===== src/rtl/lts_pkg.sv =====
package lts_pkg;

  // clock and step timing
  localparam int unsigned LTS_CLK_HZ      = 50_000_000;        // system clock rate
  localparam int unsigned LTS_STEP_TIME_S = 5;                 // length of steps 1 to 3
  localparam int unsigned LTS_STEP_CYCLES = LTS_STEP_TIME_S * LTS_CLK_HZ;
  localparam int          LTS_TIMER_W     = 28;                // holds 250e6 cycles

  // bias pwm codes per step
  localparam logic [7:0]  LTS_BIAS_STEP1  = 8'h00;
  localparam logic [7:0]  LTS_BIAS_STEP2  = 8'hFF;
  localparam logic [7:0]  LTS_BIAS_STEP34 = 8'h80;
  localparam logic [7:0]  LTS_BYTE_ZERO   = 8'h00;

  // upper edges of the threshold-select code bands
  localparam logic [7:0]  LTS_BAND0_MAX   = 8'h30;             // 48
  localparam logic [7:0]  LTS_BAND1_MAX   = 8'h60;             // 96
  localparam logic [7:0]  LTS_BAND2_MAX   = 8'h90;             // 144
  localparam logic [7:0]  LTS_BAND3_MAX   = 8'hC0;             // 192

  // damper-open thresholds in ppm
  localparam logic [11:0] LTS_OPEN_PPM0   = 12'h320;           // 800
  localparam logic [11:0] LTS_OPEN_PPM1   = 12'h3E8;           // 1000
  localparam logic [11:0] LTS_OPEN_PPM2   = 12'h5DC;           // 1500
  localparam logic [11:0] LTS_OPEN_PPM3   = 12'h7D0;           // 2000
  localparam logic [11:0] LTS_OPEN_PPM4   = 12'hBB8;           // 3000

  // concentration pwm span: 400 ppm gives code 0, 3000 ppm gives code 255
  localparam logic [11:0] LTS_PPM_MIN     = 12'h190;           // 400
  localparam logic [11:0] LTS_PPM_MAX     = 12'hBB8;           // 3000
  localparam logic [12:0] LTS_PPM_SCALE   = 13'h191C;          // 255/2600 in 16-bit fraction
  localparam int          LTS_SCALE_SHIFT = 16;

  // sequencer states, gray along capture -> step1..4, normal off the path
  typedef enum logic [2:0] {
    LTS_ST_CAPTURE = 3'h0,
    LTS_ST_STEP1   = 3'h1,
    LTS_ST_STEP2   = 3'h3,
    LTS_ST_STEP3   = 3'h2,
    LTS_ST_STEP4   = 3'h6,
    LTS_ST_NORMAL  = 3'h4
  } lts_state_e;

  // all sequencer state
  typedef struct packed {
    lts_state_e             state;
    logic [LTS_TIMER_W-1:0] timer;
    logic [7:0]             conc_code;
    logic [7:0]             bias_code;
    logic                   green;
    logic                   red;
    logic                   damper;
    logic                   fault;
    logic                   renewed;
  } lts_seq_s;

  // ppm to pwm code, clamped to the span; multiply-shift avoids a divider
  function automatic logic [7:0] lts_ppm_to_code(input logic [11:0] ppm);
    logic [11:0] clamped;
    logic [11:0] delta;
    logic [24:0] prod;
    clamped = (ppm < LTS_PPM_MIN) ? LTS_PPM_MIN : ((ppm > LTS_PPM_MAX) ? LTS_PPM_MAX : ppm);
    delta   = clamped - LTS_PPM_MIN;
    prod    = 25'(delta) * 25'(LTS_PPM_SCALE);
    return prod[LTS_SCALE_SHIFT+7:LTS_SCALE_SHIFT];
  endfunction

endpackage


===== src/rtl/lts_line_test_seq.sv =====
`timescale 1ns/1ps

// Function
// (RQ1) Test mode only if select low at power-up
// (RQ2) Steps run 1 to 4 in order
// (RQ3) Steps 1, 2, 3 last 5 seconds
// (RQ4) Step 4 held; flags high, bias 128
// (RQ5) Bias code 0, 255, 128, 128
// (RQ6) Step 1 green low, others high; step 2 inverted
// (RQ7) Renewal flag low only in step 2
// (RQ8) Concentration pwm shows selected damper-open threshold
// (RQ9) Step 3 green follows warm-up setting input
// (RQ10) Step 3 red, damper follow adjustment inputs
// (RQ11) Step 3 fault follows reset-period setting input
// (RQ12) Reset returns everything to power-on state
// (RQ13) Normal concentration pwm spans 400 to 3000 ppm
// (RQ14) Threshold chosen from 8-bit select code bands
// (RQ15) Steps timed by clock; reset restarts at step 1
// (RQ16) Select high at power-up gives normal operation
module lts_line_test_seq
  import lts_pkg::*;
#(
  parameter int unsigned STEP_CYCLES_P = LTS_STEP_CYCLES  // cycles per timed step
) (
  input  wire logic        sys_clk_i,             // system clock, 50 MHz
  input  wire logic        sys_rst_i,             // async reset, active high
  input  wire logic        test_select_n_i,       // low at power-up selects line test
  input  wire logic        warmup_set_i,          // warm-up time setting pin
  input  wire logic        my_adj_a_i,         // first benchmark-adjustment pin
  input  wire logic        my_adj_b_i,         // second benchmark-adjustment pin
  input  wire logic        reset_period_set_i,    // auto benchmark-reset period pin
  input  wire logic [7:0]  threshold_code_i,      // converted threshold-select analog input
  input  wire logic [11:0] norm_ppm_i,            // normal mode concentration, ppm
  input  wire logic [7:0]  norm_bias_i,           // normal mode bias code
  input  wire logic        norm_green_i,          // normal mode green led level
  input  wire logic        norm_red_i,            // normal mode red led level
  input  wire logic        norm_damper_i,         // normal mode damper level
  input  wire logic        norm_fault_i,          // normal mode fault level
  input  wire logic        norm_renewed_i,        // normal mode renewal flag level
  output logic             concentration_pwm_o,   // concentration pwm
  output logic             bias_pwm_o,            // bias pwm
  output logic             green_led_o,           // green led
  output logic             red_led_o,             // red led
  output logic             damper_o,              // damper control
  output logic             fault_o,               // fault flag
  output logic             benchmark_renewed_o,   // benchmark-renewal flag
  output logic             line_test_active_o,    // high while in a test step
  output logic [2:0]       test_step_o            // current step 1..4, 0 otherwise
);

  // the counter width must hold the step length
  localparam logic [LTS_TIMER_W-1:0] STEP_LAST = LTS_TIMER_W'(STEP_CYCLES_P - 1);

  lts_seq_s   seq_r;          // registered sequencer state
  lts_seq_s   seq_nxt;        // next state
  logic [11:0] open_ppm;      // selected damper-open threshold, ppm
  logic [7:0]  open_code;     // that threshold as a pwm code
  logic [7:0]  norm_code;     // normal concentration as a pwm code
  logic        step_done;     // timed step has run its full length

  // threshold band decode from the select code
  always_comb begin
    if (threshold_code_i <= LTS_BAND0_MAX) begin  // RQ14
      open_ppm = LTS_OPEN_PPM0;
    end else if (threshold_code_i <= LTS_BAND1_MAX) begin
      open_ppm = LTS_OPEN_PPM1;
    end else if (threshold_code_i <= LTS_BAND2_MAX) begin
      open_ppm = LTS_OPEN_PPM2;
    end else if (threshold_code_i <= LTS_BAND3_MAX) begin
      open_ppm = LTS_OPEN_PPM3;
    end else begin
      open_ppm = LTS_OPEN_PPM4;
    end
  end

  // both mappings share the one ppm span, so test and normal read alike
  assign open_code = lts_ppm_to_code(open_ppm);    // RQ8
  assign norm_code = lts_ppm_to_code(norm_ppm_i);  // RQ13

  // end of a 5 second step, counted in clock cycles
  assign step_done = (seq_r.timer == STEP_LAST);   // RQ3 RQ15

  // next-state and output pattern
  always_comb begin
    seq_nxt = seq_r;
    unique case (seq_r.state)
      // first cycle after reset release: the strap is caught here, not
      // under reset, so the async reset only ever loads constants
      LTS_ST_CAPTURE: begin
        seq_nxt.timer = '0;
        if (!test_select_n_i) begin  // RQ1
          seq_nxt.state = LTS_ST_STEP1;  // RQ15
        end else begin
          seq_nxt.state = LTS_ST_NORMAL;  // RQ16
        end
      end
      // step 1: bias off, green low, the rest high
      LTS_ST_STEP1: begin
        seq_nxt.bias_code = LTS_BIAS_STEP1;  // RQ5
        seq_nxt.green     = 1'b0;  // RQ6
        seq_nxt.red       = 1'b1;
        seq_nxt.damper    = 1'b1;
        seq_nxt.fault     = 1'b1;
        seq_nxt.renewed   = 1'b1;  // RQ7
        seq_nxt.conc_code = open_code;  // RQ8
        if (step_done) begin
          seq_nxt.state = LTS_ST_STEP2;  // RQ2
          seq_nxt.timer = '0;
        end else begin
          seq_nxt.timer = seq_r.timer + 1'b1;
        end
      end
      // step 2: bias full, every flag of step 1 inverted
      LTS_ST_STEP2: begin
        seq_nxt.bias_code = LTS_BIAS_STEP2;  // RQ5
        seq_nxt.green     = 1'b1;  // RQ6
        seq_nxt.red       = 1'b0;
        seq_nxt.damper    = 1'b0;
        seq_nxt.fault     = 1'b0;
        seq_nxt.renewed   = 1'b0;  // RQ7
        seq_nxt.conc_code = open_code;  // RQ8
        if (step_done) begin
          seq_nxt.state = LTS_ST_STEP3;  // RQ2
          seq_nxt.timer = '0;
        end else begin
          seq_nxt.timer = seq_r.timer + 1'b1;
        end
      end
      // step 3: setting pins echoed to the outputs, one cycle late
      LTS_ST_STEP3: begin
        seq_nxt.bias_code = LTS_BIAS_STEP34;  // RQ5
        seq_nxt.green     = warmup_set_i;  // RQ9
        seq_nxt.red       = my_adj_a_i;  // RQ10
        seq_nxt.damper    = my_adj_b_i;  // RQ10
        seq_nxt.fault     = reset_period_set_i;  // RQ11
        seq_nxt.renewed   = 1'b1;  // RQ7
        seq_nxt.conc_code = open_code;  // RQ8
        if (step_done) begin
          seq_nxt.state = LTS_ST_STEP4;  // RQ2
          seq_nxt.timer = '0;
        end else begin
          seq_nxt.timer = seq_r.timer + 1'b1;
        end
      end
      // step 4: fixed pattern, no exit but reset or power loss
      LTS_ST_STEP4: begin
        seq_nxt.bias_code = LTS_BIAS_STEP34;  // RQ4 RQ5
        seq_nxt.green     = 1'b1;  // RQ4
        seq_nxt.red       = 1'b1;
        seq_nxt.damper    = 1'b1;
        seq_nxt.fault     = 1'b1;
        seq_nxt.renewed   = 1'b1;  // RQ7
        seq_nxt.conc_code = open_code;  // RQ8
        seq_nxt.timer     = '0;
      end
      // normal monitoring: outputs follow the monitoring logic's levels
      LTS_ST_NORMAL: begin
        seq_nxt.bias_code = norm_bias_i;
        seq_nxt.green     = norm_green_i;
        seq_nxt.red       = norm_red_i;
        seq_nxt.damper    = norm_damper_i;
        seq_nxt.fault     = norm_fault_i;
        seq_nxt.renewed   = norm_renewed_i;
        seq_nxt.conc_code = norm_code;  // RQ13
        seq_nxt.timer     = '0;
      end
      // the 3-bit code has two unused values; fall back to a fresh start
      default: begin
        seq_nxt       = '0;
        seq_nxt.state = LTS_ST_CAPTURE;
      end
    endcase
  end

  // state register; any reset pulse returns to the power-on state
  always_ff @(posedge sys_clk_i or posedge sys_rst_i) begin
    if (sys_rst_i) begin
      seq_r <= '0;  // RQ12 RQ15
    end else begin
      seq_r <= seq_nxt;
    end
  end

  // concentration pwm
  lts_pwm u_conc_pwm (
    .sys_clk_i (sys_clk_i),
    .sys_rst_i (sys_rst_i),
    .duty_i    (seq_r.conc_code),
    .pwm_o     (concentration_pwm_o)
  );

  // bias pwm
  lts_pwm u_bias_pwm (
    .sys_clk_i (sys_clk_i),
    .sys_rst_i (sys_rst_i),
    .duty_i    (seq_r.bias_code),
    .pwm_o     (bias_pwm_o)
  );

  // flag outputs straight from the state register
  assign green_led_o         = seq_r.green;
  assign red_led_o           = seq_r.red;
  assign damper_o            = seq_r.damper;
  assign fault_o             = seq_r.fault;
  assign benchmark_renewed_o = seq_r.renewed;

  // step number for the fixture, decoded from the registered state
  always_comb begin
    unique case (seq_r.state)
      LTS_ST_STEP1: test_step_o = 3'h1;
      LTS_ST_STEP2: test_step_o = 3'h2;
      LTS_ST_STEP3: test_step_o = 3'h3;
      LTS_ST_STEP4: test_step_o = 3'h4;
      default:      test_step_o = 3'h0;
    endcase
  end

  assign line_test_active_o = (test_step_o != 3'h0);

endmodule // lts_line_test_seq


===== src/rtl/lts_pwm.sv =====
`timescale 1ns/1ps

// 8-bit pwm generator with a registered output
module lts_pwm
  import lts_pkg::*;
(
  input  wire logic       sys_clk_i,  // system clock
  input  wire logic       sys_rst_i,  // async reset, active high
  input  wire logic [7:0] duty_i,     // high time in 1/256 of a period
  output logic            pwm_o       // pwm wave
);

  typedef struct packed {
    logic [7:0] phase;                // free-running period counter
    logic       out;                  // registered wave
  } lts_pwm_s;

  lts_pwm_s pwm_r;                    // current state
  lts_pwm_s pwm_nxt;                  // next state

  // code 255 still leaves one low slot per period; kept so 0 is truly off
  always_comb begin
    pwm_nxt       = pwm_r;
    pwm_nxt.phase = pwm_r.phase + 8'h01;
    pwm_nxt.out   = (pwm_r.phase < duty_i);
  end

  // state register
  always_ff @(posedge sys_clk_i or posedge sys_rst_i) begin
    if (sys_rst_i) begin
      pwm_r <= '0;
    end else begin
      pwm_r <= pwm_nxt;
    end
  end

  assign pwm_o = pwm_r.out;

endmodule // lts_pwm


===== config.mk =====
export PLATFORM = sky130hd
export DESIGN_NAME = lts_line_test_seq
export DESIGN_NICKNAME = d
export VERILOG_FILES = /design/src/rtl/lts_pkg.sv /design/src/rtl/lts_line_test_seq.sv /design/src/rtl/lts_pwm.sv
export SDC_FILE = /design/constraint.sdc
export NUM_CORES = 1
export LEC_CHECK = 0
export BUFFER_PORTS_ARGS = -buffer_cell sky130_fd_sc_hd__buf_2
export CAP_MARGIN = 10
export CORE_ASPECT_RATIO = 0.5
export CORE_MARGIN = 8
export CORE_UTILIZATION = 54
export CTS_CLUSTER_DIAMETER = 100
export CTS_CLUSTER_SIZE = 10
export DETAILED_ROUTE_END_ITERATION = 10
export PLACE_DENSITY = 0.69
export REMOVE_ABC_BUFFERS = 1
export SLEW_MARGIN = 10
export SYNTH_ARGS = -nofsm -noshare
export SYNTH_HDL_FRONTEND = slang
export SYNTH_SLANG_ARGS = --single-unit

===== constraint.sdc =====
create_clock -name sys_clk_i -period 2.2 [get_ports sys_clk_i]
set_input_delay 0.11 -clock sys_clk_i [delete_from_list [all_inputs] [get_ports sys_clk_i]]
set_output_delay 0.11 -clock sys_clk_i [all_outputs]
set_load 0.005 [all_outputs]

==> reports/qor.csv <==
stage,metric,value,unit
outcome,status,"finished, violations left",
outcome,violations,negative setup slack,
clock_tree,clock_path_buffers,2,
cells_and_area,layout_commonest_cell,buf_4,
timing,fin_skew,0.00728,ns
floorplan,die-area,17800,um^2
global_route,grt_max_degree,71,
route,num_vias,5935,
timing,relSlewSlack,62.9,%
floorplan,initial_core_util,54.6,%
worst_setup_path,cp.arrival,5.43,ns
worst_setup_path,startpoint_type,primary input,
power,leakage,5.02,nW
timing,period_share,237,%
worst_setup_path,crit_fanout,4,
place,gp_congestion,0.839,
worst_hold_path,hold_path.class,in2reg,
place,io_buffers,50,
cells_and_area,final_cell_mix,"141 x buf_4, 138 x ha_1, 120 x inv_1, 70 x dfrtp_1, 55 x nor2_1",
cells_and_area,nets,1186,
power,vdd_drop_max,0.562,mV
power,p_per_area,1010,nW/um^2
logic_synthesis,synth_edf_count,0,
timing,report.final.hold_viol_count,0,
logic_synthesis,synth_area_leaders,"ha_1 25%, dfrtp_1 24%, fa_1 13%",
cells_and_area,diodes,0,
floorplan,io_pins,51,
place,dp_cells,1108,
logic_synthesis,yosysTopAreaCell,ha_1,
route,antenna_left,0,
logic_synthesis,synth.avg_cell_area,9.61,um^2
cells_and_area,fin_cells,1136,
worst_setup_path,critPathBufInv,6,
cells_and_area,syn_to_final_growth,29.0,%
logic_synthesis,yosysWarnings,0,
worst_setup_path,required,2.41,ns
place,hpwl,12.8,mm
worst_setup_path,cpPeakStageDelay,0.56,ns
timing,rsz0062_at_grt,yes,
logic_synthesis,yosys_most_used_dff,dfrtp_1,
power,fin_total_pwr,9.56,mW
clock_tree,numCtsBuffers,9,
worst_setup_path,crit_slowest_cell,fa_1,
clock_tree,cts_tree,yes,
worst_setup_path,crit_family,adder cells,
logic_synthesis,synth_seq_cells,70,
floorplan,fp.dieW,181,um
floorplan,die_height,98.3,um
logic_synthesis,ys_seq_area_share,23.9,%
logic_synthesis,synth_async_sr_flop_share,100,%
worst_setup_path,path_class,in2reg,
route,wl,16.1,mm
logic_synthesis,synth_area,7320,um^2
timing,slew_viol_final,0,
floorplan,floorplan.core_area,13400,um^2
route,vias_per_cell,5.22,
route,drcViolationCount,0,
place,pre_cts_ws,-3.75,ns
route,wire_per_inst,14.1,um
route,drt_first_pass_iters,4,
timing,tightest_slew,0.557,ns
worst_setup_path,end_kind,register,
logic_synthesis,syn_inst,762,
clock_tree,clk_latency,0.33,ns
global_route,grt_overflow_total,0,
logic_synthesis,ys_types,61,
route,drtIter0Drc,264,
timing,setup_viol,8,
timing,fmax,0.192,GHz
logic_synthesis,yosys.area.top_type_share,24.8,%
clock_tree,clock-root-buffer,clkbuf_16,
global_route,antenna_found_initial,0,
clock_tree,cts-htree-levels,3,
global_route,grt_pass1_wl,28.8,mm
cells_and_area,layout-drive-gt1-share,27.3,%
job,cap_violations,0,
timing,min_period,5.22,ns
clock_tree,numClockSinks,70,
timing,tns,-23.43,ns
worst_setup_path,cp_common_cell,fa_1,
timing,setup_ws,-3.02,ns
global_route,grt.total_usage,19.1,%
clock_tree,clk_pin_slew_worst_paths,0.06,ns
global_route,grt_pass1_vias,6421,
floorplan,rows,30,
per-stage QoR:
stage                     utilization [%]  cell area [um^2]  hold slack, ns
after floorplan                         -              7270           0.285
after global placement               65.4              8770           0.219
after detailed placement             65.4              8770           0.223
after CTS                            69.8              9350          0.0489
after global routing                 70.5              9450          0.0967
final                                70.5              9450          0.0587
state kept, by name, indices dropped and copies added, names as in the netlist:
register             cells
seq_r                   47
u_bias_pwm.pwm_r         8
u_conc_pwm.pwm_r         8
benchmark_renewed_o      1
damper_o                 1
fault_o                  1
green_led_o              1
red_led_o                1
u_bias_pwm.pwm_o         1
u_conc_pwm.pwm_o         1
area by class of cell:
| class | instances | area (um^2) |
|---|---|---|
| fillers | 1000 | 3960 |
| multi-input cells | 555 | 5310 |
| clock inverters | 7 | 81.3 |
| flip-flops and latches | 70 | 1750 |
| repair buffers | 196 | 1390 |
| well taps | 176 | 220 |
| clock buffers | 9 | 225 |
| inverters | 123 | 464 |
final timing paths:
check | startpoint | endpoint | slack (ns) | cells past startpoint
worst max-delay path | norm_ppm_i[0] | seq_r[19] | -3.02 | 28
worst min-delay path | reset_period_set_i | fault_o | 0.06 | 3
worst max register to register | seq_r[22] | seq_r[47] | 0.12 | 10
worst min register to register | u_bias_pwm.pwm_r[8] | u_bias_pwm.pwm_r[8] | 0.50 | 1
max in group asynchronous | sys_rst_i | damper_o | 1.49 | 4
min in group asynchronous | sys_rst_i | green_led_o | 0.39 | 4
Yosys cell counts, types with 3 or more instances:
cell / instances
or2_2: 4
nand3b_1: 3
nand2_1: 30
o21ai_0: 21
and3_1: 11
o21bai_1: 3
xnor2_1: 35
a22oi_1: 3
and4_1: 3
a211oi_1: 5
dfrtp_1: 70
xor2_1: 29
mux2i_1: 13
nor2_1: 55
a21o_1: 13
o21a_1: 8
fa_1: 46
nand3_1: 20
clkbuf_1: 9
nor4_1: 3
buf_2: 3
a21oi_1: 25
nand2b_1: 7
ha_1: 145
inv_1: 123
a31oi_1: 3
o22ai_1: 8
nor3_1: 13
nand4_1: 9
nor2b_1: 4
where the power goes:
| part | leakage [nW] | internal (mW) | switching (mW) |
|---|---|---|---|
| Sequential | 0.899 | 1.53 | 0.174 |
| Combinational | 3.98 | 3.27 | 3.11 |
| Clock | 0.147 | 0.892 | 0.570 |
| Total | 5.02 | 5.70 | 3.86 |
cell families after synthesis:
family,synth area share [%]
XOR/XNOR,7.65
AO/OA/AOI/OAI,9.96
flip-flops,23.9
multiplexers,1.98
buffers and inverters,7.07
AND/OR/NAND/NOR,12.1
adder cells (fa/ha/maj),37.3
what timing repair did:
item                                    in CTS  in global routing
gates resized for setup                     42                 13
endpoints found under the setup margin       8                 11
hold endpoints to repair                    70                  0
hold buffers                                 1                  0
buffers inserted                             7                  4
pin swaps                                   48                 23
metal layers:
metal / vias up / routed length [um] / global-route usage [%]
li1: 2969 / - / -
met1: 2848 / 7620 / 24.0
met2: 91 / 7710 / 33.7
met3: 27 / 421 / 2.30
met4: 0 / 299 / 6.12
met5: - / 0 / 0
tightest hold or removal path, stage by stage:
cell and delay, ns:
buf_2 0.08, o22ai_1 0.07, nor2_1 0.08
Note: power is estimated with default switching activity, not from simulation.
